--- src/verilog/hubi2c_pkg.sv ---
`default_nettype none
package hubi2c_pkg;
  // ----------------------------------------
  // Addressing
  // ----------------------------------------
  localparam logic [6:0] ADDR_STRAP_HI = 7'h29;
  localparam logic [6:0] ADDR_STRAP_LO = 7'h28;
  localparam int         BYTE_BITS     = 8;
  // ----------------------------------------
  // Timing
  // ----------------------------------------
  localparam int CLK_PERIOD_NS   = 8;
  localparam int STRAP_HOLD_NS   = 10;
  localparam int STRAP_HOLD_CYC  =
    ((STRAP_HOLD_NS + CLK_PERIOD_NS - 1) / CLK_PERIOD_NS) < 1 ? 1 :
    ((STRAP_HOLD_NS + CLK_PERIOD_NS - 1) / CLK_PERIOD_NS);
  localparam int HS_RATE_KBPS    = 3400;
  localparam logic [7:0] IDX_RESET = 8'h00;

  // ----------------------------------------
  // Carriers
  // ----------------------------------------
  typedef struct packed {
    logic       wr;
    logic [7:0] idx;
    logic [7:0] data;
  } hubi2c_req_type;

  typedef struct packed {
    logic scl;
    logic sda;
  } hubi2c_bus_type;
endpackage
`default_nettype wire

--- src/verilog/hubi2c_target.sv ---
`timescale 1ns/100ps
`default_nettype none
// Overview of operation
// RULE_01: Device only responds, never starts transfers
// RULE_02: Passive until own address matches
// RULE_03: Strap high gives 0x29, low 0x28
// RULE_04: Strap must hold 10 ns after reset
// RULE_05: Strap pin becomes general I/O later
// RULE_06: Bytes of eight bits, clocked by SCL
// RULE_07: Single and multi byte reads, writes
// RULE_08: Host drives clock; data shared by direction
// RULE_09: Open-drain only, pull-ups make high
// RULE_10: Works up to 3.4 Mbit/s
// RULE_11: First app pin low until init done
// RULE_12: Read: index write, repeated start, read
// RULE_13: One dedicated host interrupt output
// RULE_14: Write: address, index, data, stop
// RULE_15: Index advances after each data byte
module hubi2c_target
  import hubi2c_pkg::*;
#(
  parameter int DEPTH = 2
)(
  input  wire logic                  i_clk,
  input  wire logic                  i_rst,
  input  wire logic                  i_scl,
  input  wire logic                  i_sda,
  output logic                       o_sda_oe_n,
  output logic                       o_scl_oe_n,
  input  wire logic                  i_addr_strap_io,
  input  wire logic                  i_strap_io_out,
  input  wire logic                  i_strap_io_oe,
  output logic                       o_addr_strap_io_out,
  output logic                       o_addr_strap_io_oe_n,
  input  wire logic                  i_init_done,
  output logic                       o_app_io_first_oe_n,
  input  wire logic                  i_irq,
  output logic                       o_irq_oe_n,
  output logic                       o_req_valid,
  output hubi2c_pkg::hubi2c_req_type o_req,
  input  wire logic                  i_req_ready,
  input  wire logic [7:0]            i_rd_data
);
  import hubi2c_pkg::*;

  // ----------------------------------------
  // Input synchronisers and edges
  // ----------------------------------------
  logic [1:0] scl_s_q, sda_s_q, strap_s_q;
  logic [1:0] scl_s_d, sda_s_d, strap_s_d;
  logic       scl_p_q, sda_p_q, scl_p_d, sda_p_d;
  logic       scl_rise, scl_fall, start_c, stop_c;

  always_comb
  begin
    scl_s_d   = {scl_s_q[0], i_scl};                // [RULE_10]
    sda_s_d   = {sda_s_q[0], i_sda};
    strap_s_d = {strap_s_q[0], i_addr_strap_io};
    scl_p_d   = scl_s_q[1];
    sda_p_d   = sda_s_q[1];
  end

  always_ff @(posedge i_clk or posedge i_rst)
  begin
    if (i_rst)
    begin
      scl_s_q   <= 2'h3;
      sda_s_q   <= 2'h3;
      strap_s_q <= 2'h0;
      scl_p_q   <= 1'b1;
      sda_p_q   <= 1'b1;
    end
    else
    begin
      scl_s_q   <= scl_s_d;
      sda_s_q   <= sda_s_d;
      strap_s_q <= strap_s_d;
      scl_p_q   <= scl_p_d;
      sda_p_q   <= sda_p_d;
    end
  end

  assign scl_rise = scl_s_q[1] & ~scl_p_q;
  assign scl_fall = ~scl_s_q[1] & scl_p_q;
  assign start_c  = scl_s_q[1] & scl_p_q & sda_p_q & ~sda_s_q[1];
  assign stop_c   = scl_s_q[1] & scl_p_q & ~sda_p_q & sda_s_q[1];

  // ----------------------------------------
  // Strap capture after reset release
  // ----------------------------------------
  logic [2:0] hold_cnt_q, hold_cnt_d;
  logic       latched_q, latched_d, strap_q, strap_d;
  logic [6:0] own_addr;

  always_comb
  begin
    hold_cnt_d = hold_cnt_q;
    latched_d  = latched_q;
    strap_d    = strap_q;
    if (!latched_q)
    begin
      if (hold_cnt_q == 3'(STRAP_HOLD_CYC + 2))
      begin
        latched_d = 1'b1;                         // [RULE_04]
        strap_d   = strap_s_q[1];
      end
      else
        hold_cnt_d = hold_cnt_q + 3'h1;
    end
  end

  always_ff @(posedge i_clk or posedge i_rst)
  begin
    if (i_rst)
    begin
      hold_cnt_q <= 3'h0;
      latched_q  <= 1'b0;
      strap_q    <= 1'b0;
    end
    else
    begin
      hold_cnt_q <= hold_cnt_d;
      latched_q  <= latched_d;
      strap_q    <= strap_d;
    end
  end

  assign own_addr = strap_q ? ADDR_STRAP_HI : ADDR_STRAP_LO;   // [RULE_03]

  // ----------------------------------------
  // Target state machine
  // ----------------------------------------
  typedef enum logic [2:0] {
    ST_IDLE, ST_ADDR, ST_ADDR_ACK, ST_RX, ST_RX_ACK, ST_TX, ST_TX_ACK
  } hubi2c_state_type;

  hubi2c_state_type st_q, st_d;
  logic [3:0] bit_q, bit_d;
  logic [7:0] sh_q, sh_d, idx_q, idx_d;
  logic       rw_q, rw_d, have_idx_q, have_idx_d, ack_q, ack_d;
  logic       sda_drv_q, sda_drv_d, push;
  hubi2c_req_type push_req;
  logic [1:0] cnt_q, cnt_d;

  always_comb
  begin
    st_d       = st_q;
    bit_d      = bit_q;
    sh_d       = sh_q;
    idx_d      = idx_q;
    rw_d       = rw_q;
    have_idx_d = have_idx_q;
    ack_d      = ack_q;
    sda_drv_d  = sda_drv_q;
    push       = 1'b0;
    push_req   = '{wr: 1'b1, idx: idx_q, data: sh_q};
    if (start_c && latched_q)                     // [RULE_01]
    begin
      st_d      = ST_ADDR;
      bit_d     = 4'h0;
      sda_drv_d = 1'b0;
    end
    else if (stop_c)
    begin
      st_d      = ST_IDLE;
      sda_drv_d = 1'b0;
    end
    else
    begin
      unique case (st_q)
        ST_IDLE: ;
        ST_ADDR, ST_RX:
        begin
          if (scl_rise)
          begin
            sh_d  = {sh_q[6:0], sda_s_q[1]};       // [RULE_06]
            bit_d = bit_q + 4'h1;
          end
          if (scl_fall && bit_q == 4'(BYTE_BITS))
          begin
            if (st_q == ST_ADDR)
            begin
              if (sh_q[7:1] == own_addr)           // [RULE_02]
              begin
                rw_d      = sh_q[0];
                sda_drv_d = 1'b1;
                st_d      = ST_ADDR_ACK;
              end
              else
                st_d = ST_IDLE;
            end
            else if (i_req_ready || !have_idx_q || cnt_q != 2'(DEPTH))
            begin
              sda_drv_d = 1'b1;                   // [RULE_14]
              st_d      = ST_RX_ACK;
              if (!have_idx_q)
              begin
                idx_d      = sh_q;
                have_idx_d = 1'b1;
              end
              else
              begin
                push  = 1'b1;                     // [RULE_07]
                idx_d = idx_q + 8'h1;             // [RULE_15]
              end
            end
            else
              st_d = ST_IDLE;
          end
        end
        ST_ADDR_ACK, ST_RX_ACK:
        begin
          if (scl_fall)
          begin
            bit_d = 4'h0;
            if (st_q == ST_ADDR_ACK && rw_q)      // [RULE_12]
            begin
              sh_d      = i_rd_data;
              sda_drv_d = ~i_rd_data[7];
              st_d      = ST_TX;
            end
            else
            begin
              sda_drv_d = 1'b0;
              if (st_q == ST_ADDR_ACK)
                have_idx_d = 1'b0;
              st_d = ST_RX;
            end
          end
        end
        ST_TX:
        begin
          if (scl_fall)
          begin
            bit_d = bit_q + 4'h1;
            if (bit_q == 4'(BYTE_BITS - 1))
            begin
              sda_drv_d = 1'b0;
              st_d      = ST_TX_ACK;
            end
            else
            begin
              sh_d      = {sh_q[6:0], 1'b0};
              sda_drv_d = ~sh_q[6];
            end
          end
        end
        ST_TX_ACK:
        begin
          if (scl_rise)
            ack_d = ~sda_s_q[1];
          if (scl_fall)
          begin
            if (ack_q)
            begin
              idx_d     = idx_q + 8'h1;           // [RULE_15]
              sh_d      = i_rd_data;
              sda_drv_d = ~i_rd_data[7];
              bit_d     = 4'h0;
              st_d      = ST_TX;
            end
            else
              st_d = ST_IDLE;
          end
        end
      endcase
    end
  end

  always_ff @(posedge i_clk or posedge i_rst)
  begin
    if (i_rst)
    begin
      st_q       <= ST_IDLE;
      bit_q      <= 4'h0;
      sh_q       <= 8'h00;
      idx_q      <= IDX_RESET;
      rw_q       <= 1'b0;
      have_idx_q <= 1'b0;
      ack_q      <= 1'b0;
      sda_drv_q  <= 1'b0;
    end
    else
    begin
      st_q       <= st_d;
      bit_q      <= bit_d;
      sh_q       <= sh_d;
      idx_q      <= idx_d;
      rw_q       <= rw_d;
      have_idx_q <= have_idx_d;
      ack_q      <= ack_d;
      sda_drv_q  <= sda_drv_d;
    end
  end

  // ----------------------------------------
  // Two-entry write buffer
  // ----------------------------------------
  hubi2c_req_type buf_q [DEPTH];
  hubi2c_req_type buf_d [DEPTH];
  logic       pop;

  assign pop = o_req_valid & i_req_ready;

  always_comb
  begin
    buf_d = buf_q;
    cnt_d = cnt_q;
    if (pop)
    begin
      buf_d[0] = buf_q[1];
      cnt_d    = cnt_d - 2'h1;
    end
    if (push && cnt_d != 2'(DEPTH))
    begin
      buf_d[cnt_d[0]] = push_req;
      cnt_d           = cnt_d + 2'h1;
    end
  end

  always_ff @(posedge i_clk or posedge i_rst)
  begin
    if (i_rst)
    begin
      buf_q[0] <= '0;
      buf_q[1] <= '0;
      cnt_q    <= 2'h0;
    end
    else
    begin
      buf_q <= buf_d;
      cnt_q <= cnt_d;
    end
  end

  // ----------------------------------------
  // Registered outputs
  // ----------------------------------------
  always_ff @(posedge i_clk or posedge i_rst)
  begin
    if (i_rst)
    begin
      o_sda_oe_n           <= 1'b1;
      o_scl_oe_n           <= 1'b1;
      o_addr_strap_io_out  <= 1'b0;
      o_addr_strap_io_oe_n <= 1'b1;
      o_app_io_first_oe_n  <= 1'b0;
      o_irq_oe_n           <= 1'b1;
      o_req_valid          <= 1'b0;
      o_req                <= '0;
    end
    else
    begin
      o_sda_oe_n           <= ~sda_drv_d;                       // [RULE_09]
      o_scl_oe_n           <= 1'b1;                             // [RULE_08]
      o_addr_strap_io_out  <= i_strap_io_out;
      o_addr_strap_io_oe_n <= ~(latched_q & i_strap_io_oe);     // [RULE_05]
      o_app_io_first_oe_n  <= i_init_done;                      // [RULE_11]
      o_irq_oe_n           <= ~i_irq;                           // [RULE_13]
      o_req_valid          <= cnt_d != 2'h0;
      o_req                <= buf_d[0];
    end
  end
endmodule
`default_nettype wire

--- config.mk ---
export PLATFORM = sky130hd
export DESIGN_NAME = hubi2c_target
export DESIGN_NICKNAME = d
export VERILOG_FILES = /design/src/verilog/hubi2c_pkg.sv /design/src/verilog/hubi2c_target.sv
export SDC_FILE = /design/constraint.sdc
export NUM_CORES = 1
export LEC_CHECK = 0
export BUFFER_PORTS_ARGS = -buffer_cell sky130_fd_sc_hd__buf_2
export CORE_MARGIN = 5
export CORE_UTILIZATION = 50
export CTS_CLUSTER_DIAMETER = 120
export DETAILED_ROUTE_END_ITERATION = 10
export HOLD_SLACK_MARGIN = 0.03
export PLACE_DENSITY_LB_ADDON = 0.15
export SLEW_MARGIN = 40
export SYNTH_ARGS = -nofsm -noshare
export SYNTH_HDL_FRONTEND = slang
export SYNTH_SLANG_ARGS = --single-unit
--- constraint.sdc ---
create_clock -name i_clk -period 4 [get_ports i_clk]
set_input_delay 0.4 -clock i_clk [delete_from_list [all_inputs] [get_ports i_clk]]
set_output_delay 0.4 -clock i_clk [all_outputs]
set_load 0.05 [all_outputs]
==> impl_metrics.toml <==
[run_status]
outcome = "finished, final reports clean"

[global_routing]
grt_pass1_vias = 2679
grt.total_usage_pct = 16.8
grt_max_degree = 59
grt-ovfl-total = 0
grt_pass1_wl_mm = 13.3
antenna_found_initial = 0

[setup_path]
rr_worst_depth = 9
required_ns = 4.25
setup.worst_path.start = "cnt_q[0]"
endpoint_kind = "flop"
start_kind = "flop"
reg2reg_slack_ns = 1.21
crit_type = "reg -> reg"
r2r-start = "cnt_q[0]"
crit_path_max_fanout = 16
arrival_ns = 3.03

[timing]
fmax_mhz = 359
min_period_ns = 2.79
max_slew_margin_pct = 52.7
finalSetupViolations = 0
totalNegativeSetupSlack_ns = 0
period_share_pct = 69.6
finalHoldViolCount = 0
rsz0062_at_grt = "no"
report.final.slew_viol_count = 0
fin_skew_ns = 0.0117
hold_ws_ns = 0.0542
worst_slew_pin_slew_ns = 0.707

[layout]
drive_above_1_share_pct = 25.1
most-common-layout-cells = "73 x dfrtp_1, 40 x buf_2, 33 x mux2i_1"
antenna_cells = 0
fin_nets = 435
final_common_cell = "dfrtp_1"
synthToLayoutAreaGrowth_pct = 8.75

[clock_tree]
cts_hold_buf = 0
clockRootBuffer = "clkbuf_8"
cts_tree = "yes"
cts_sinks = 82
ctsResizeCount = 0
postCtsSetupBuffers = 0
worstSkewPairLatency_ns = 0.36
numCtsBuffers = 9
clk_path_buf_depth = 2
htree_levels = 3
clk_pin_slew_ns = 0.09

[logic_synthesis]
synthesis.nets = 412
yosys.cell_types.count = 59
ys_seq_elements = 82
syn_inst = 386
yosys-top-cells-area = "dfrtp_1 44%, mux2i_1 8.0%, dfstp_2 5.7%"
yosysSeqAreaShare_pct = 50.0
synth_top_area_cell = "dfrtp_1"
synth-edff-count = 0
postSynthAreaPerCell_um2 = 10.7
yosysWarnings = 0
syn_area_mm2 = 0.00413
yosys.area.top_type_share_pct = 44.2
ys.flop_type = "dfrtp_1"
async_flop_share_pct = 100

[flow_run]
maxCapViolations = 0

[detailed_routing]
drt_iter0_drc = 116
drc = 0
wire_per_inst_um = 15.4
vias_per_cell = 5.39
ant_nets = 0
dr.pass1.iters = 4
vias = 2797
wirelength_mm = 7.98

[power_and_ir_drop]
power_mw = 2.35
p_per_area_mw_per_mm2 = 522
vdd_ir_drop_max_mv = 0.264
power.leakage_nw = 2.20

[floorplanning]
fp.coreArea_mm2 = 0.00813
die_h_um = 101
io-pin-count = 42
dieArea_mm2 = 0.0102
initial_core_util_pct = 50.8
die_x_um = 101
rows = 33

[placed_design]
hpwl_mm = 5.64
port_buffers = 40
place.gp.congestion = 0.857

[min_path]
min_path_type = "in -> async"
[final cells by class]
| cell class | instances | area [um2] |
|---|---|---|
| clock buffers | 10 | 138 |
| clock inverters | 6 | 73.8 |
| fillers | 730 | 3640 |
| inverters | 19 | 76.3 |
| multi-input cells | 253 | 1780 |
| flip-flops and latches | 82 | 2060 |
| well taps | 105 | 131 |
| repair buffers | 44 | 230 |
[critical path: stages, from the launching register on]
cell     delay [ns]
dfrtp_1        0.36
inv_1          0.09
ha_1           0.23
mux2_2         0.28
ha_1           0.19
nor3b_1        0.25
nand3_1        0.16
inv_1          0.09
ha_1           0.61
mux2_2         0.41
[Yosys cell counts (all sizes together), types with 2 or more instances]
cell type   n
and2b       2
inv        19
o31ai       2
a21oi      28
xnor2       4
or3         3
a211oi      2
nand3       8
clkbuf      5
nand4       3
nor2       29
dfstp       9
and3        4
nor3        4
dfrtp      73
o21a        2
mux2       21
nor2b       5
o21bai      2
nand2      29
mux2i      33
or2         2
buf        27
nor3b       3
nand2b      5
o21ai      24
nor4bb      2
ha          8
a22o        2
a22oi       6
or3b        2
nand3b      4
[metal layers]
layer | GRT usage (%) | routed length, um | vias up
li1 | - | - | 1375
met5 | 0 | 0 | -
met1 | 22.4 | 3620 | 1352
met3 | 4.36 | 326 | 13
met2 | 26.1 | 3860 | 57
met4 | 6.53 | 170 | 0
[power breakdown]
part           leakage, nW  switching, mW  internal (mW)
registers             1.04          0.189          0.955
logic                 1.06          0.320          0.247
clock network        0.101          0.322          0.313
[worst max path at each step]
stage          endpoint  cells after the start
6_report           flop                      9
5_1_grt            flop                      9
4_1_cts            flop                      9
3_5_place_dp       flop                      9
3_3_place_gp       flop                      9
2_1_floorplan      flop                     10
[stage by stage]
| step | util (%) | setup slack, ns | instances | instance area [um2] |
|---|---|---|---|---|
| 6_report | 55.2 | 1.21 | 519 | 4490 |
| 5_1_grt | 55.2 | 1.07 | 519 | 4490 |
| 4_1_cts | 55.2 | 1.20 | 519 | 4490 |
| 3_5_place_dp | 52.6 | 1.16 | 503 | 4280 |
| 3_3_place_gp | 52.6 | 1.20 | 503 | 4280 |
| 2_1_floorplan | - | 0.912 | 386 | 4130 |
[kinds of logic after synthesis]
| family | share of synthesized area (%) |
|---|---|
| AOI/OAI and AO/OA | 12.3 |
| and+or+nand+nor | 13.6 |
| other | 0.0908 |
| muxes | 13.8 |
| adders and majority gates | 2.42 |
| xor gates and xnor gates | 0.848 |
| DFF | 50.0 |
| buffers and inverters | 6.97 |
Power figures use the tool's default switching activity.
